## config.mk

```make
export PLATFORM = sky130hd
export DESIGN_NAME = fpdi_framer
export DESIGN_NICKNAME = d
export VERILOG_FILES = /design/src/include/fpdi_pkg.sv /design/src/rtl/fpdi_framer.sv
export SDC_FILE = /design/constraint.sdc
export NUM_CORES = 1
export LEC_CHECK = 0
export BUFFER_PORTS_ARGS = -buffer_cell sky130_fd_sc_hd__buf_2
export CORE_MARGIN = 2
export CORE_UTILIZATION = 50
export DETAILED_ROUTE_END_ITERATION = 8
export GPL_ROUTABILITY_DRIVEN = 0
export PLACE_DENSITY = 0.71
export RECOVER_POWER = 50
export SYNTH_ARGS = -nofsm -noshare
export SYNTH_HDL_FRONTEND = slang
export SYNTH_SLANG_ARGS = --single-unit
export TNS_END_PERCENT = 100
```

## constraint.sdc

```tcl
create_clock -name mclk -period 28.9 [get_ports mclk]
set_input_delay 1.445 -clock mclk [delete_from_list [all_inputs] [get_ports mclk]]
set_output_delay 1.445 -clock mclk [all_outputs]
set_load 0.005 [all_outputs]
```

## src/include/fpdi_pkg.sv

```systemverilog
// constants for the process data image framer
package fpdi_pkg;
	localparam logic [5:0] IMG_BYTES  = 6'h28;
	localparam logic [5:0] IMG_LAST   = 6'h27;
	localparam int         IMG_W      = 320;
	localparam int         CMD_W      = 192;
	localparam logic [7:0] ASM_CMD    = 8'h67;
	localparam logic [7:0] ASM_STAT   = 8'h71;
	// byte offsets shared by both images
	localparam int OFS_SUBIDX = 0;
	localparam int OFS_CODE   = 1;
	localparam int OFS_INDEX  = 2;
	localparam int OFS_VALUE  = 4;
	// command image
	localparam int OFS_SP32   = 8;
	localparam int OFS_SP16   = 12;
	localparam int OFS_OPSEL  = 14;
	localparam int OFS_STCMD  = 15;
	localparam int OFS_ACCEL  = 16;
	localparam int OFS_DECEL  = 20;
	// status image
	localparam int OFS_CAPT   = 8;
	localparam int OFS_MOTION = 10;
	localparam int OFS_DIO    = 12;
	localparam int OFS_OPREP  = 13;
	localparam int OFS_STREP  = 14;
	localparam int OFS_POS    = 16;
	localparam int OFS_VEL    = 20;
	// bit positions
	localparam int CAPT2_BIT  = 2;
	localparam int MF_STILL   = 6;
	localparam int MF_FWD     = 7;
	localparam int MF_BWD     = 8;
	localparam int MF_WIN     = 9;
	localparam int PF_STILL   = 11;
	localparam int PF_SLOW    = 12;
	localparam int PF_SPEED   = 13;
	localparam int PF_CRUISE  = 14;
	localparam int DIO_SAFE_TORQUE_OFF_CHAN_A  = 4;
	localparam int DIO_SAFE_TORQUE_OFF_CHAN_B  = 5;
	localparam int TOGGLE_BIT = 7;
	localparam int OPREP_TOG  = 7;
	localparam int OPREP_FLT  = 6;
	localparam int OPREP_MW   = 6;
	localparam int STREP_END  = 14;
	// register map, byte addresses
	localparam logic [4:0] REG_CTRL   = 5'h00;
	localparam logic [4:0] REG_STAT   = 5'h04;
	localparam logic [4:0] REG_POLLS  = 5'h08;
	localparam logic [4:0] REG_REJECT = 5'h0c;
	localparam logic [4:0] REG_ASM    = 5'h10;
	localparam int CTRL_EN    = 0;
	localparam int CTRL_CLR   = 1;
endpackage : fpdi_pkg

```

## src/rtl/fpdi_framer.sv

```systemverilog
// process data image framer with mode toggle handshake
module fpdi_framer (
	input  wire logic        mclk,
	input  wire logic        rst_b,
	// avalon-mm slave
	input  wire logic [4:0]  avs_address,
	input  wire logic        avs_read,
	input  wire logic        avs_write,
	input  wire logic [31:0] avs_writedata,
	input  wire logic [3:0]  avs_byteenable,
	output logic      [31:0] avs_readdata,
	output logic             avs_waitrequest,
	// poll command byte stream
	input  wire logic        rx_valid,
	input  wire logic        rx_sof,
	input  wire logic [7:0]  rx_data,
	output logic             rx_ready,
	// poll response byte stream
	output logic             tx_valid,
	output logic      [7:0]  tx_data,
	output logic             tx_last,
	input  wire logic        tx_ready,
	// command fields toward the drive
	output logic             cmd_strobe,
	output logic      [7:0]  param_subindex,
	output logic      [7:0]  param_command_code,
	output logic      [15:0] param_index,
	output logic      [31:0] param_value,
	output logic      [31:0] setpoint32,
	output logic      [15:0] setpoint16,
	output logic      [7:0]  op_select_field,
	output logic      [7:0]  state_command_field,
	output logic      [31:0] accel_rate,
	output logic      [31:0] decel_rate,
	output logic             mode_start,
	// drive state for the status image
	input  wire logic [7:0]  rsp_subindex,
	input  wire logic [7:0]  rsp_command_code,
	input  wire logic [15:0] rsp_index,
	input  wire logic [31:0] rsp_value,
	input  wire logic [1:0]  capt1_count,
	input  wire logic [1:0]  capt2_count,
	input  wire logic        motor_still,
	input  wire logic        motor_forward,
	input  wire logic        motor_backward,
	input  wire logic        within_deviation_window,
	input  wire logic        profile_still,
	input  wire logic        profile_slowing,
	input  wire logic        profile_speeding_up,
	input  wire logic        profile_cruising,
	input  wire logic        local_input_1,
	input  wire logic        local_input_2,
	input  wire logic        local_input_3,
	input  wire logic        local_input_4,
	input  wire logic        safe_torque_off_chan_a,
	input  wire logic        safe_torque_off_chan_b,
	input  wire logic [5:0]  cur_mode,
	input  wire logic [15:0] cur_state,
	input  wire logic [31:0] actual_position,
	input  wire logic [31:0] actual_velocity,
	input  wire logic        op_enabled,
	input  wire logic        move_done
);

	typedef struct packed {
		logic [fpdi_pkg::IMG_W-1:0] rx_img;
		logic [5:0]                 rx_cnt;
		logic [fpdi_pkg::CMD_W-1:0] cmd_img;
		logic [fpdi_pkg::IMG_W-1:0] tx_img;
		logic [5:0]                 tx_cnt;
		logic                       tx_busy;
		logic                       cmd_strobe;
		logic                       mode_start;
		logic                       tog_last;
		logic                       echo;
		logic                       fault;
		logic                       running;
		logic                       move_end;
		logic                       enable;
		logic [15:0]                polls;
		logic [15:0]                rejects;
		logic                       ack;
		logic [31:0]                rdata;
	} fpdi_state_t;

	localparam fpdi_state_t ST_RST = '{
		enable:   1'b1,
		move_end: 1'b1,
		default:  '0
	};

	logic [1:0]  rst_pipe_reg;
	logic        rst_sync_b;
	fpdi_state_t state_reg;
	fpdi_state_t state_next;
	logic        rx_fire;
	logic        cmd_done;
	logic        toggled;
	logic        new_tog;
	logic        bus_acc;

	// reset release through two flops
	always_ff @(posedge mclk or negedge rst_b) begin
		if (!rst_b) begin
			rst_pipe_reg <= 2'h0;
		end else begin
			rst_pipe_reg <= {rst_pipe_reg[0], 1'b1};
		end
	end
	assign rst_sync_b = rst_pipe_reg[1];

	// stall the command stream while a response drains
	assign rx_ready = !state_reg.tx_busy;
	assign rx_fire  = rx_valid && rx_ready;
	assign bus_acc  = avs_read || avs_write;

	// next state
	always_comb begin
		logic [5:0]                 cnt_n;
		logic [fpdi_pkg::IMG_W-1:0] st;
		cnt_n      = '0;
		st         = '0;
		state_next = state_reg;
		state_next.cmd_strobe = 1'b0;
		state_next.mode_start = 1'b0;
		cmd_done   = 1'b0;
		new_tog    = 1'b0;
		toggled    = 1'b0;

		// response bytes leave lowest offset first
		if (state_reg.tx_busy && tx_ready) begin
			state_next.tx_img = {8'h00,
				state_reg.tx_img[fpdi_pkg::IMG_W-1:8]};
			state_next.tx_cnt = state_reg.tx_cnt + 6'h01;
			if (state_reg.tx_cnt == fpdi_pkg::IMG_LAST) begin
				state_next.tx_busy = 1'b0;
				state_next.tx_cnt  = 6'h00;
			end
		end

		// command bytes shift in, byte 0 ends at the bottom
		if (rx_fire) begin
			cnt_n = rx_sof ? 6'h01 : state_reg.rx_cnt + 6'h01;
			state_next.rx_img = {rx_data,
				state_reg.rx_img[fpdi_pkg::IMG_W-1:8]};
			state_next.rx_cnt = cnt_n;
			if (cnt_n == fpdi_pkg::IMG_BYTES) begin
				state_next.rx_cnt = 6'h00;
				cmd_done = state_reg.enable;
			end
		end

		// movement finish raises the end flag
		if (state_reg.running && move_done) begin
			state_next.running  = 1'b0;
			state_next.move_end = 1'b1;
		end

		if (cmd_done) begin
			// only bytes 0-23 are kept, reserved tail dropped
			state_next.cmd_img =
				state_next.rx_img[fpdi_pkg::CMD_W-1:0];
			state_next.cmd_strobe = 1'b1;
			new_tog = state_next.rx_img[8*fpdi_pkg::OFS_OPSEL
				+ fpdi_pkg::TOGGLE_BIT];
			// either edge of the toggle is a request
			toggled = new_tog != state_reg.tog_last;
			if (toggled) begin
				state_next.tog_last = new_tog;
				state_next.echo     = new_tog;
				if (op_enabled) begin
					state_next.mode_start = 1'b1;
					state_next.running    = 1'b1;
					state_next.move_end   = 1'b0;
					state_next.fault      = 1'b0;
				end else begin
					state_next.fault   = 1'b1;
					state_next.rejects =
						state_reg.rejects + 16'h0001;
				end
			end
		end

		// status image, reserved bits stay zero
		st[8*fpdi_pkg::OFS_SUBIDX +: 8]  = rsp_subindex;
		st[8*fpdi_pkg::OFS_CODE +: 8]    = rsp_command_code;
		st[8*fpdi_pkg::OFS_INDEX +: 16]  = rsp_index;
		st[8*fpdi_pkg::OFS_VALUE +: 32]  = rsp_value;
		st[8*fpdi_pkg::OFS_CAPT +: 2]    = capt1_count;
		st[8*fpdi_pkg::OFS_CAPT
			+ fpdi_pkg::CAPT2_BIT +: 2]  = capt2_count;
		st[8*fpdi_pkg::OFS_MOTION + fpdi_pkg::MF_STILL] =
			motor_still;
		st[8*fpdi_pkg::OFS_MOTION + fpdi_pkg::MF_FWD] =
			motor_forward;
		st[8*fpdi_pkg::OFS_MOTION + fpdi_pkg::MF_BWD] =
			motor_backward;
		st[8*fpdi_pkg::OFS_MOTION + fpdi_pkg::MF_WIN] =
			within_deviation_window;
		st[8*fpdi_pkg::OFS_MOTION + fpdi_pkg::PF_STILL] =
			profile_still;
		st[8*fpdi_pkg::OFS_MOTION + fpdi_pkg::PF_SLOW] =
			profile_slowing;
		st[8*fpdi_pkg::OFS_MOTION + fpdi_pkg::PF_SPEED] =
			profile_speeding_up;
		st[8*fpdi_pkg::OFS_MOTION + fpdi_pkg::PF_CRUISE] =
			profile_cruising;
		st[8*fpdi_pkg::OFS_DIO +: 4] = {local_input_4,
			local_input_3, local_input_2, local_input_1};
		st[8*fpdi_pkg::OFS_DIO + fpdi_pkg::DIO_SAFE_TORQUE_OFF_CHAN_A] =
			safe_torque_off_chan_a;
		st[8*fpdi_pkg::OFS_DIO + fpdi_pkg::DIO_SAFE_TORQUE_OFF_CHAN_B] =
			safe_torque_off_chan_b;
		st[8*fpdi_pkg::OFS_OPREP +: fpdi_pkg::OPREP_MW] =
			cur_mode;
		st[8*fpdi_pkg::OFS_OPREP + fpdi_pkg::OPREP_FLT] =
			state_next.fault;
		st[8*fpdi_pkg::OFS_OPREP + fpdi_pkg::OPREP_TOG] =
			state_next.echo;
		st[8*fpdi_pkg::OFS_STREP +: 16] = cur_state;
		st[8*fpdi_pkg::OFS_STREP + fpdi_pkg::STREP_END] =
			state_next.move_end;
		st[8*fpdi_pkg::OFS_POS +: 32] = actual_position;
		st[8*fpdi_pkg::OFS_VEL +: 32] = actual_velocity;

		// every complete poll taken while enabled gets exactly one raw response
		if (cmd_done) begin
			state_next.tx_img  = st;
			state_next.tx_busy = 1'b1;
			state_next.tx_cnt  = 6'h00;
			state_next.polls   = state_reg.polls + 16'h0001;
		end

		// bus: one wait cycle, then the answer
		state_next.ack = bus_acc && !state_reg.ack;
		if (avs_read && !state_reg.ack) begin
			unique case (avs_address)
			fpdi_pkg::REG_CTRL: begin
				state_next.rdata = {31'h0, state_reg.enable};
			end
			fpdi_pkg::REG_STAT: begin
				state_next.rdata = {28'h0, state_reg.move_end,
					state_reg.echo, state_reg.fault,
					state_reg.running};
			end
			fpdi_pkg::REG_POLLS: begin
				state_next.rdata = {16'h0, state_reg.polls};
			end
			fpdi_pkg::REG_REJECT: begin
				state_next.rdata = {16'h0, state_reg.rejects};
			end
			fpdi_pkg::REG_ASM: begin
				state_next.rdata = {16'h0, fpdi_pkg::ASM_STAT,
					fpdi_pkg::ASM_CMD};
			end
			default: begin
				state_next.rdata = 32'h0;
			end
			endcase
		end
		// writes land on the edge that samples waitrequest low, one after the wait
		if (avs_write && state_reg.ack && avs_byteenable[0]
			&& avs_address == fpdi_pkg::REG_CTRL) begin
			state_next.enable =
				avs_writedata[fpdi_pkg::CTRL_EN];
			if (avs_writedata[fpdi_pkg::CTRL_CLR]) begin
				state_next.polls   = 16'h0;
				state_next.rejects = 16'h0;
			end
		end
	end

	// state register
	always_ff @(posedge mclk or negedge rst_sync_b) begin
		if (!rst_sync_b) begin
			state_reg <= ST_RST;
		end else begin
			state_reg <= state_next;
		end
	end

	// outputs straight from the state, waitrequest also gated by the bus access
	assign avs_waitrequest = bus_acc && !state_reg.ack;
	assign avs_readdata    = state_reg.rdata;
	assign tx_valid        = state_reg.tx_busy;
	assign tx_data         = state_reg.tx_img[7:0];
	assign tx_last         = state_reg.tx_busy
		&& state_reg.tx_cnt == fpdi_pkg::IMG_LAST;
	assign cmd_strobe      = state_reg.cmd_strobe;
	assign mode_start      = state_reg.mode_start;

	// command fields, lowest byte first
	assign param_subindex      =
		state_reg.cmd_img[8*fpdi_pkg::OFS_SUBIDX +: 8];
	assign param_command_code  =
		state_reg.cmd_img[8*fpdi_pkg::OFS_CODE +: 8];
	assign param_index         =
		state_reg.cmd_img[8*fpdi_pkg::OFS_INDEX +: 16];
	assign param_value         =
		state_reg.cmd_img[8*fpdi_pkg::OFS_VALUE +: 32];
	assign setpoint32          =
		state_reg.cmd_img[8*fpdi_pkg::OFS_SP32 +: 32];
	assign setpoint16          =
		state_reg.cmd_img[8*fpdi_pkg::OFS_SP16 +: 16];
	assign op_select_field     =
		state_reg.cmd_img[8*fpdi_pkg::OFS_OPSEL +: 8];
	assign state_command_field =
		state_reg.cmd_img[8*fpdi_pkg::OFS_STCMD +: 8];
	assign accel_rate          =
		state_reg.cmd_img[8*fpdi_pkg::OFS_ACCEL +: 32];
	assign decel_rate          =
		state_reg.cmd_img[8*fpdi_pkg::OFS_DECEL +: 32];
endmodule : fpdi_framer

```

==> impl_summary.txt, run 1 <==
----------------------------------------------------
[Status]
  Outcome ... finished, violations left
  Failing checks ... max-capacitance violations, max-slew violations

[Final layout]
  Synth-to-layout area growth ... 9.99%
  Most used cells in the layout excluding fill and tap cells ... 1789 x sky130_fd_sc_hd__nand2_1, 774 x sky130_fd_sc_hd__dfrtp_1, 223 x sky130_fd_sc_hd__clkbuf_1
  Leading cell type in the layout, fill and taps excluded ... sky130_fd_sc_hd__nand2_1
  Share of post-route cells with drive strength above 1 ... 9.77%
  Non-Filler Instances ... between 4k and 5k
  Final instance area ... roughly 36000 um^2
  Net count of the finished layout ... between 3k and 4k
  Number of flip-flops under the largest register name ... about 560

[Global route]
  Pin count of the biggest net entering global routing ... 219
  Wire length of the first global-routing pass ... roughly 120 mm
  Initial antenna violation count ... 12
  Gr ovfl total ... 0
  Via count of the first global-routing pass ... 22.9k
  Total global routing track utilization ... 22.0%

[Power]
  VDD IR-drop max ... 0.0513 mV
  Leak Pwr ... 20.2 nW
  Pwr Total ... between 2 and 2.5 mW
  Pwr dens ... about 65 nW/um^2

[STA]
  # setup viols final ... 0
  Least-Margin Pin Slew ... approximately 8 ns
  Clk_skew ... ~0.021 ns
  Max Fclk ... roughly 0.11 GHz
  Max-slew violations ... approximately 980
  Final-report hold violation count ... 0
  Final critical delay including setup and external delays ... approximately 9.4 ns
  Total negative slack ... 0 ns
  Worst rel slew slack ... -423%
  RSZ-0062 raised after global routing ... false
  Crit share post-route ... 32.5%

[Routing]
  Vias after detailed routing ... approximately 24k
  DRC violation total after the first TritonRoute iteration ... between 1.5k and 2k
  DRC Markers ... 0
  Average via count per standard cell ... between 5 and 6
  Detailed-router iteration count before antenna repair ... 6
  Routed Wire Length ... between 70 and 80 mm
  Post-detailed-route wirelength per cell ... between 15 and 20 um
  Count of antenna-violating nets left after detailed routing ... 0

[Place]
  Instance area at placement ... about 34000 um^2
  Total placed cells including tap cells ... 4516
  Post-detailed-placement half-perimeter wirelength ... about 48 mm
  Number of I/O port buffers ... a little over 400

[Critical path]
  Number of cells on the worst reg-to-reg path ... 7
  CP top delay family ... buffers and inverters
  Delay contributed by the slowest stage of the critical path ... 5.43 ns
  WS Path Type ... input pin to flop
  Data arrival, critical path ... a little under 10 ns
  Endpoint kind of the worst setup timing path ... flop
  R2R Setup Slk ... between 15 and 20 ns
  Critical path required time ... approximately 29 ns
  Crit-path slowest cell ... sky130_fd_sc_hd__clkbuf_1
  Cells traversed along the worst timing path ... clkbuf_1, nor2b_1, clkbuf_1, clkbuf_1, nand2_1, nand2_1, nand2_1, nand2_1
  Critical Path Fanout Max ... between 150 and 200
  Most common cell type on the critical path ... sky130_fd_sc_hd__nand2_1
  Startpoint of the worst-slack reg-to-reg timing path ... tx_valid
  Element type at the critical path start ... input pin
  Buffers and inverters on the worst path ... 3
  R2r endpoint ... decel_rate[2]

[Logic synthesis]
  Combined area of all synthesized cells ... between 30000 and 40000 um^2
  Number of library cell types mapped by synthesis ... 53
  Number of synthesized flops with an enable pin ... 0
  Post-Syn Area per Cell ... between 9 and 10 um^2
  Post-synthesis adder-cell area fraction ... 0.151%
  Post-synthesis sequential element count ... just under 800
  Cells after Synth ... roughly 3.6k
  Multiplexer share of the synthesized area ... 5.20%
  Number of warnings reported in the yosys synthesis log ... 0
  Share of flip-flops with an asynchronous set or reset ... 100%
  Combinational family with the most area after synthesis ... simple AND/OR/NAND/NOR gates
  Part of the Yosys area used for sequential elements ... 58.6%
  Most used flip-flop cell after synthesis ... sky130_fd_sc_hd__dfrtp_1
  Compound-gate portion of the synthesized area ... 5.06%
  Xor/xnor cell area share of the yosys netlist ... less than 1%
  Simple-gate share of the synthesized area ... 22.8%

[Die]
  Number of ports placed on the die boundary ... around 460
  Core box area ... ~66000 um^2
  Placement row count ... 94
  Width of the die ... 262 um
  Die area ... a little under 70000 um^2
  Initial core utilization ... 50.5%
  Die Height ... around 260 um

[Clocking]
  H-tree depth ... 3
  Number of buffers inserted during clock tree synthesis ... 81
  Clock tree from TritonCTS ... built
  Cell chosen for the clock root ... sky130_fd_sc_hd__clkbuf_16
  Buffer depth of the longest clock path ... 3
  Hold Buf Count CTS ... 0
  Clock insertion delay at the later pin of the skew report ... approximately 0.63 ns
  Total setup buffers inserted after CTS ... 0
  Count of cells resized by post-cts repair ... 0
  Number of clock sinks ... just under 800
  Clock-pin slew reported for the worst setup and hold paths after clock tree synthesis ... ~0.06 ns

[Worst hold path]
  Worst Min Path Start ... rst_pipe_reg[0]
  Path category of the worst min-delay check ... flop to flop
  Endpoint of the worst hold path ... rst_pipe_reg[1]
  Count of cells along the worst hold path ... 0

[Flow run]
  Reported max-cap violation count ... 14

----------------------------------------------------
[worst register-to-register path, cell delays in order (launching register included)]
cell                       delay (ns)
sky130_fd_sc_hd__dfrtp_1         0.52
sky130_fd_sc_hd__nor2b_1         0.20
sky130_fd_sc_hd__clkbuf_1        5.43
sky130_fd_sc_hd__clkbuf_1        2.15
sky130_fd_sc_hd__nand2_1         0.31
sky130_fd_sc_hd__nand2_1         0.18
sky130_fd_sc_hd__nand2_1         0.06
sky130_fd_sc_hd__nand2_1         0.08
[worst max path at each step]
stage                    startpoint        endpoint  slack (ns)  cells after the start
floorplan           rst_pipe_reg[1]   accel_rate[0]        5.67                      0
global placement             rx_sof  state_reg[231]       23.60                      8
detailed placement           rx_sof  state_reg[252]       23.63                      7
CTS                          rx_sof  state_reg[239]       24.30                      7
global route               rx_valid   decel_rate[2]       18.57                      8
finish                     rx_valid   decel_rate[2]       19.51                      8
[synthesized netlist by cell type, types with 3 or more instances]
cell	count	area, um^2
sky130_fd_sc_hd__a21oi_1	59	295
sky130_fd_sc_hd__a22o_1	10	87.6
sky130_fd_sc_hd__a22oi_1	9	67.6
sky130_fd_sc_hd__and2_1	3	18.8
sky130_fd_sc_hd__and3_1	5	31.3
sky130_fd_sc_hd__buf_1	3	11.3
sky130_fd_sc_hd__buf_2	50	250
sky130_fd_sc_hd__buf_4	232	1740
sky130_fd_sc_hd__clkbuf_1	150	563
sky130_fd_sc_hd__dfrtp_1	774	19400
sky130_fd_sc_hd__ha_1	4	50.1
sky130_fd_sc_hd__inv_1	15	56.3
sky130_fd_sc_hd__mux2_2	3	33.8
sky130_fd_sc_hd__mux2i_1	169	1690
sky130_fd_sc_hd__nand2_1	1790	6720
sky130_fd_sc_hd__nand2b_1	7	43.8
sky130_fd_sc_hd__nand3_1	31	155
sky130_fd_sc_hd__nand4_1	12	75.1
sky130_fd_sc_hd__nor2_1	20	75.1
sky130_fd_sc_hd__nor2b_1	5	31.3
sky130_fd_sc_hd__nor3_1	7	35.0
sky130_fd_sc_hd__o211ai_1	3	22.5
sky130_fd_sc_hd__o21ai_0	144	721
sky130_fd_sc_hd__o21ai_1	34	170
sky130_fd_sc_hd__o31ai_1	31	233
sky130_fd_sc_hd__or3_1	5	31.3
sky130_fd_sc_hd__or4_1	24	180
sky130_fd_sc_hd__xor2_1	4	35.0
[metrics by stage]
stage	util, %	hold WS [ns]	setup WS (ns)
global route	55.5	0.377	18.57
detailed placement	51.8	0.344	23.63
floorplan	-	0.331	5.67
finish	55.5	0.359	19.51
global placement	51.8	0.334	23.60
CTS	56.0	0.359	24.30
[where the power goes]
group | internal, mW | leakage (nW) | switching, mW | total, mW
Sequential | 1.14 | 10.7 | 0.0324 | 1.17
Clock | 0.640 | 1.37 | 0.443 | 1.08
Combinational | 0.0356 | 8.19 | 0.0793 | 0.115
[area by class of cell]
type | instances | area (um^2)
well taps | 864 | 1080
diodes | 9 | 22.5
repair buffers | 436 | 1990
clock inverters | 32 | 463
multi-input cells | 2424 | 11100
flip-flops and latches | 776 | 19400
clock buffers | 114 | 2330
fillers | 5973 | 29300
inverters | 16 | 67.6
[per-layer routing]
metal  track usage (%)  share of wire, %
met4              8.10               3.0
met2              34.4                46
met5                 0             0.072
met1              30.3                44
met3              5.13               6.3
[cells by family after synthesis]
kind of cell               after synthesis
muxes                                  172
AOI/OAI and AO/OA                      299
adders and majority gates                4
DFF                                    776
and+or+nand+nor                       1925
buffers and inverters                  453
other                                    2
xor gates and xnor gates                 7
Note: power is estimated with default switching activity, not from simulation.
==> run 2, diff against run 1 <==
==> constraint.sdc (replaced) <==
create_clock -name mclk -period 9.7 [get_ports mclk]
set_input_delay 0.485 -clock mclk [delete_from_list [all_inputs] [get_ports mclk]]
set_output_delay 0.485 -clock mclk [all_outputs]
set_load 0.005 [all_outputs]
==> run 2 against run 1 <==
  * The run still ends with max-capacitance violations, max-slew violations left
  * Critical endpoint is now param_index[3]
  * Power increased to 2.9 times the previous value
  * Wire length up 0.79%
  * Clock skew down 0.0045 ns
  * Largest power group unchanged
==> impl_summary.txt, run 2 (synthesis results as in run 1) <==
----------------------------------------------------
[STA]
  Final-report hold violation count ... 0 (unchanged)
  Crit share post-route ... 61.4%
  RSZ-0062 raised after global routing ... false (unchanged)
  Least-Margin Pin Slew ... 4.72 ns (was 7.85 ns)
  Clk_skew ... 0.0165 ns (was 0.0210 ns)
  Total negative slack ... 0 ns (unchanged)
  Final critical delay including setup and external delays ... slightly below 6 ns
  Max Fclk ... 0.168 GHz
  Worst rel slew slack ... -215% (was -423%)
  # setup viols final ... 0 (unchanged)
  Max-slew violations ... 370 (was 978)

[Critical path]
  Delay contributed by the slowest stage of the critical path ... 3.25 ns (was 5.43 ns)
  Crit-path slowest cell ... sky130_fd_sc_hd__clkbuf_2 (was sky130_fd_sc_hd__clkbuf_1)
  WS Path Type ... flop to flop (was input pin to flop)
  Critical Path Fanout Max ... 234 (was 172)
  Critical path required time ... 10.26 ns (was 29.45 ns)
  Element type at the critical path start ... flop (was input pin)
  Cells traversed along the worst timing path ... nor2b_1, clkbuf_2, buf_4, nand2_1, nand2_1, nand2_1, nand2_1 (was clkbuf_1, nor2b_1, clkbuf_1, clkbuf_1, nand2_1, nand2_1, nand2_1, nand2_1)
  Data arrival, critical path ... 6.51 ns (was 9.94 ns)
  Most common cell type on the critical path ... sky130_fd_sc_hd__nand2_1 (unchanged)
  CP top delay family ... buffers and inverters (unchanged)
  Endpoint kind of the worst setup timing path ... flop (unchanged)
  Buffers and inverters on the worst path ... 2 (was 3)

[Final layout]
  Most used cells in the layout excluding fill and tap cells ... 1789 x sky130_fd_sc_hd__nand2_1, 774 x sky130_fd_sc_hd__dfrtp_1, 222 x sky130_fd_sc_hd__buf_2 (was 1789 x sky130_fd_sc_hd__nand2_1, 774 x sky130_fd_sc_hd__dfrtp_1, 223 x sky130_fd_sc_hd__clkbuf_1)
  Combined flip-flop and latch cell area ... 19400 um^2 (unchanged)
  Synth-to-layout area growth ... 9.66% (was 9.99%)
  Layout filler cell count ... 5920 (was 5973)
  Share of post-route cells with drive strength above 1 ... 9.96% (was 9.77%)
  Leading cell type in the layout, fill and taps excluded ... sky130_fd_sc_hd__nand2_1 (unchanged)
  Total area of multi-input combinational cells ... 11100 um^2 (about the same)
  Number of flip-flops under the largest register name ... 555 (unchanged)
  Net count of the finished layout ... 3965 (unchanged)
  Final instance area ... 36400 um^2 (was 36500 um^2)

[Place]
  Instance area at placement ... 34100 um^2 (was 34000 um^2)
  Number of I/O port buffers ... 413 (unchanged)
  Post-detailed-placement half-perimeter wirelength ... 48.6 mm (was 48.3 mm)

[Clocking]
  Hold Buf Count CTS ... 1 (was 0)
  Count of cells resized by post-cts repair ... 0 (unchanged)
  Clock insertion delay at the later pin of the skew report ... 0.62 ns (was 0.63 ns)
  Clock tree from TritonCTS ... built (unchanged)
  Clock-pin slew reported for the worst setup and hold paths after clock tree synthesis ... 0.06 ns (about the same)
  Number of clock sinks ... 776 (unchanged)
  H-tree depth ... 3 (unchanged)
  Cell chosen for the clock root ... sky130_fd_sc_hd__clkbuf_16 (unchanged)
  Total setup buffers inserted after CTS ... 0 (unchanged)
  Buffer depth of the longest clock path ... 3 (unchanged)
  Number of buffers inserted during clock tree synthesis ... 82 (was 81)

[Routing]
  DRC Markers ... 0 (unchanged)
  Vias after detailed routing ... 23.6k (was 23.7k)
  Post-detailed-route wirelength per cell ... 16.5 um (was 16.4 um)
  DRC violation total after the first TritonRoute iteration ... 1949 (was 1831)
  Detailed-router iteration count before antenna repair ... 5 (was 6)
  Count of antenna-violating nets left after detailed routing ... 0 (unchanged)
  Average via count per standard cell ... 5.06 (was 5.08)
  Routed Wire Length ... 77.1 mm (was 76.4 mm)

[Worst hold path]
  Path category of the worst min-delay check ... input pin to flop (was flop to flop)

[Die]
  Placement row count ... 94 (unchanged)
  Width of the die ... 262 um (unchanged)
  Initial core utilization ... 50.5% (unchanged)
  Number of ports placed on the die boundary ... 464 (unchanged)
  Core box area ... 65700 um^2 (unchanged)
  Die Height ... 262 um (unchanged)
  Die area ... 68400 um^2 (unchanged)

[Global route]
  Wire length of the first global-routing pass ... 121 mm (was 122 mm)
  Gr ovfl total ... 0 (unchanged)
  Via count of the first global-routing pass ... 22.6k (was 22.9k)
  Pin count of the biggest net entering global routing ... 235 (was 219)
  Total global routing track utilization ... 22.2% (was 22.0%)
  Initial antenna violation count ... 10 (was 12)

[Power]
  Leak Pwr ... 20.2 nW (about the same)
  Pwr dens ... 190 nW/um^2 (was 65.0 nW/um^2)
  VDD IR-drop max ... 0.136 mV (was 0.0513 mV)

[Status]
  Failing checks ... max-capacitance violations, max-slew violations (unchanged)
  Outcome ... finished, violations left (unchanged)

[Flow run]
  Reported max-cap violation count ... 4 (was 14)

----------------------------------------------------
run 2: path summary, 6_finish.rpt:
path | startpoint | endpoint | slack, ns | depth (start not counted)
max in group asynchronous | rst_pipe_reg[1] | avs_readdata[9] | 5.98 | 2
setup reg to reg | tx_valid | param_index[3] | 3.74 | 7
setup / recovery | tx_valid | param_index[3] | 3.74 | 7
min in group asynchronous | rst_b | rst_pipe_reg[0] | 0.18 | 2
hold / removal | rx_data[4] | state_reg[914] | 0.06 | 3
hold reg to reg | rst_pipe_reg[0] | rst_pipe_reg[1] | 0.35 | 0
run 2: metrics by stage:
step	std cells	power [mW]	hold slack, ns	setup slack (ns)	utilization (%)
floorplan	3653	3.77	0.189	2.22	-
global placement	4514	3.89	0.272	5.99	51.8
detailed placement	4514	3.90	0.273	5.91	51.8
CTS	4660	6.99	0.0177	5.87	55.8
global route	4665	7.19	0.0452	3.11	55.3
finish	4665	6.90	0.0575	3.74	55.3
run 2: final cells by class:
cell class / instances / share of cell area [%]
flip-flops and latches: 776 / 53.4
multi-input cells: 2424 / 30.5
clock buffers: 122 / 6.64
repair buffers: 435 / 5.66
well taps: 864 / 2.97
clock inverters: 23 / 0.585
inverters: 16 / 0.186
diodes: 5 / 0.0344
run 2: routing by layer:
layer  GRT usage (%)  up-vias  routed length, um
li1                -    11500                  -
met4            7.29       10               1740
met5               0        -                 67
met1            30.6    11400              33900
met2            34.6      562              36300
met3            5.39      127               5010
run 2: worst min-delay path: cells and delay by family:
kind | cells | cell delay, ns
buf+inv | 1 | 0.08
simple gates | 2 | 0.08
run 2: power by group:
group | leakage (nW) | switching [mW] | internal, mW | total, mW
logic | 8.25 | 0.240 | 0.107 | 0.348
clock network | 1.30 | 1.28 | 1.78 | 3.06
registers | 10.7 | 0.0935 | 3.40 | 3.49
total | 20.2 | 1.62 | 5.29 | 6.90
==> run 3, diff against run 2 <==
--- a/config.mk
+++ b/config.mk
@@ -10,7 +10,7 @@
 export CORE_UTILIZATION = 50
 export DETAILED_ROUTE_END_ITERATION = 8
 export GPL_ROUTABILITY_DRIVEN = 0
-export PLACE_DENSITY = 0.71
+export PLACE_DENSITY = 0.74
 export RECOVER_POWER = 50
 export SYNTH_ARGS = -nofsm -noshare
 export SYNTH_HDL_FRONTEND = slang
==> constraint.sdc (replaced) <==
create_clock -name mclk -period 5 [get_ports mclk]
set_input_delay 0.25 -clock mclk [delete_from_list [all_inputs] [get_ports mclk]]
set_output_delay 0.25 -clock mclk [all_outputs]
set_load 0.005 [all_outputs]
==> run 3 against run 2 <==
  * The flow still finishes with violations (max-capacitance violations, max-slew violations)
  * Clock power up 110%
  * Global-route usage up 2.0 points
  * First-iteration DRC count up 26%
  * Non-clock buffer count up 194
  * Fmax up 61%
  * Flip-flop and latch count unchanged
  * Cell count up 4.3%
  * Hold slack worse by 0.0057 ns
  * Combinational power up 140%
  * Sequential power up 94%
  * Clock-buffer cell count down 11
  * Largest power group unchanged
==> impl_summary.txt, run 3 (synthesis results as in run 1) <==
----------------------------------------------------
[Status]
  Outcome ... finished, violations left (unchanged)
  Failing checks ... max-capacitance violations, max-slew violations (unchanged)

[Clocking]
  Cell chosen for the clock root ... sky130_fd_sc_hd__clkbuf_16 (unchanged)
  Clock tree from TritonCTS ... built (unchanged)
  Buffer depth of the longest clock path ... 3 (unchanged)
  H-tree depth ... 3 (unchanged)
  Number of buffers inserted during clock tree synthesis ... 82 (unchanged)
  Count of cells resized by post-cts repair ... 0 (unchanged)
  Number of clock sinks ... 776 (unchanged)
  Clock insertion delay at the later pin of the skew report ... 0.64 ns (was 0.62 ns)
  Clock-pin slew reported for the worst setup and hold paths after clock tree synthesis ... 0.06 ns (about the same)

[Critical path]
  CP top delay family ... flip-flops (was buffers and inverters)
  Cells traversed along the worst timing path ... clkbuf_4 (was nor2b_1, clkbuf_2, buf_4, nand2_1, nand2_1, nand2_1, nand2_1)
  Buffers and inverters on the worst path ... 1 (was 2)
  Critical path required time ... 5.49 ns (was 10.26 ns)
  Endpoint kind of the worst setup timing path ... asynchronous set/reset pin (was flop)
  Element type at the critical path start ... flop (unchanged)
  Delay contributed by the slowest stage of the critical path ... 2.04 ns (was 3.25 ns)
  Crit-path slowest cell ... sky130_fd_sc_hd__dfrtp_1 (was sky130_fd_sc_hd__clkbuf_2)
  WS Path Type ... flop to asynchronous set/reset pin (was flop to flop)
  Critical Path Fanout Max ... 102 (was 234)
  Data arrival, critical path ... 4.20 ns (was 6.51 ns)

[Power]
  Pwr dens ... 363 nW/um^2 (was 190 nW/um^2)
  Leak Pwr ... 21.2 nW (was 20.2 nW)
  VDD IR-drop max ... 0.262 mV (was 0.136 mV)

[Die]
  Die Height ... 262 um (unchanged)
  Die area ... 68400 um^2 (unchanged)
  Initial core utilization ... 50.5% (unchanged)
  Number of ports placed on the die boundary ... 464 (unchanged)
  Core box area ... 65700 um^2 (unchanged)
  Width of the die ... 262 um (unchanged)
  Placement row count ... 94 (unchanged)

[STA]
  RSZ-0062 raised after global routing ... false (unchanged)
  Max-slew violations ... 76 (was 370)
  Least-Margin Pin Slew ... 2.51 ns (was 4.72 ns)
  Worst Hold Slack ... 0.0519 ns (was 0.0575 ns)
  Max Fclk ... 0.269 GHz (was 0.168 GHz)
  Worst rel slew slack ... -67.6% (was -215%)
  # setup viols final ... 0 (unchanged)
  Crit share post-route ... 74.3% (was 61.4%)
  Clk_skew ... 0.0266 ns (was 0.0165 ns)
  Final-report hold violation count ... 0 (unchanged)
  Final critical delay including setup and external delays ... 3.71 ns (was 5.96 ns)

[Worst hold path]
  Path category of the worst min-delay check ... input pin to flop (unchanged)

[Final layout]
  Non-Filler Instances ... 4867 (was 4665)
  Number of flip-flops under the largest register name ... 555 (unchanged)
  Most used cells in the layout excluding fill and tap cells ... 1789 x sky130_fd_sc_hd__nand2_1, 774 x sky130_fd_sc_hd__dfrtp_1, 215 x sky130_fd_sc_hd__buf_2 (was 1789 x sky130_fd_sc_hd__nand2_1, 774 x sky130_fd_sc_hd__dfrtp_1, 222 x sky130_fd_sc_hd__buf_2)
  Leading cell type in the layout, fill and taps excluded ... sky130_fd_sc_hd__nand2_1 (unchanged)
  Layout filler cell count ... 5471 (was 5920)
  Share of post-route cells with drive strength above 1 ... 9.93% (was 9.96%)
  Synth-to-layout area growth ... 16.6% (was 9.66%)
  Net count of the finished layout ... 4159 (was 3965)

[Routing]
  Detailed-router iteration count before antenna repair ... 6 (was 5)
  Vias after detailed routing ... 25.3k (was 23.6k)
  DRC Markers ... 0 (unchanged)
  Count of antenna-violating nets left after detailed routing ... 0 (unchanged)
  Average via count per standard cell ... 5.20 (was 5.06)
  Routed Wire Length ... 84.0 mm (was 77.1 mm)
  Post-detailed-route wirelength per cell ... 17.3 um (was 16.5 um)
  DRC violation total after the first TritonRoute iteration ... 2449 (was 1949)

[Place]
  Number of I/O port buffers ... 413 (unchanged)
  Total placed cells including tap cells ... 4522 (was 4514)
  Post-detailed-placement half-perimeter wirelength ... 48.8 mm (was 48.6 mm)

[Global route]
  Gr ovfl total ... 0 (unchanged)
  Via count of the first global-routing pass ... 24.9k (was 22.6k)
  Wire length of the first global-routing pass ... 132 mm (was 121 mm)
  Pin count of the biggest net entering global routing ... 207 (was 235)
  Initial antenna violation count ... 7 (was 10)
  Total global routing track utilization ... 24.2% (was 22.2%)

[Flow run]
  Reported max-cap violation count ... 2 (was 4)

----------------------------------------------------
==> run 3: per-stage QoR <==
| stage | power, mW | setup slack (ns) | util, % | cell area [um^2] | TNS (ns) |
|---|---|---|---|---|---|
| floorplan | 7.32 | -2.48 | - | 33200 | -1915.64 |
| global placement | 7.56 | 1.39 | 52.0 | 34200 | 0 |
| detailed placement | 7.58 | 1.33 | 52.0 | 34200 | 0 |
| CTS | 14.1 | 1.27 | 59.2 | 38900 | 0 |
| global route | 14.5 | 0.642 | 58.8 | 38700 | 0 |
| finish | 14.0 | 1.29 | 58.8 | 38700 | 0 |
==> run 3: what timing repair did <==
action,in CTS,in global routing
setup endpoints to repair,0,0
endpoints found under the hold margin,190,0
buffers inserted,0,0
hold buffers,187,0
==> run 3: path summary, 6_finish.rpt <==
kind                                       from  depth (start not counted)         endpoint  slack (ns)
worst min-delay path             avs_address[0]                          3  avs_readdata[8]        0.05
max in group mclk                state_reg[592]                          7   state_reg[120]        1.36
worst max-delay path            rst_pipe_reg[1]                          1  param_value[29]        1.29
worst min register to register  rst_pipe_reg[0]                          0  rst_pipe_reg[1]        0.36
min in group asynchronous                 rst_b                          3  rst_pipe_reg[0]        0.51
worst max register to register  rst_pipe_reg[1]                          1  param_value[29]        1.29
==> run 3: metal layers <==
| metal | global-route usage [%] | share of wire [%] | vias to the layer above |
|---|---|---|---|
| met5 | 0 | 0 | - |
| met4 | 10.3 | 4.0 | 0 |
| met3 | 6.08 | 7.1 | 257 |
| met2 | 39.0 | 47 | 832 |
| met1 | 31.2 | 42 | 12300 |
| li1 | - | - | 11900 |
==> run 3: layout make-up <==
type,instances,area (um^2),share of cell area (%)
sequential,776,19400,50.2
multi-input combinational,2424,11200,28.9
timing repair buffer,629,4020,10.4
clock buffer,111,2350,6.08
tap,864,1080,2.80
clock inverter,40,538,1.39
inverter,16,67.6,0.175
antenna,7,17.5,0.0453
==> run 3: power breakdown <==
group / leakage (nW) / switching [mW] / internal [mW]
registers: 10.7 / 0.187 / 6.59
clock network: 1.41 / 2.62 / 3.81
logic: 9.06 / 0.512 / 0.306
total: 21.2 / 3.32 / 10.7
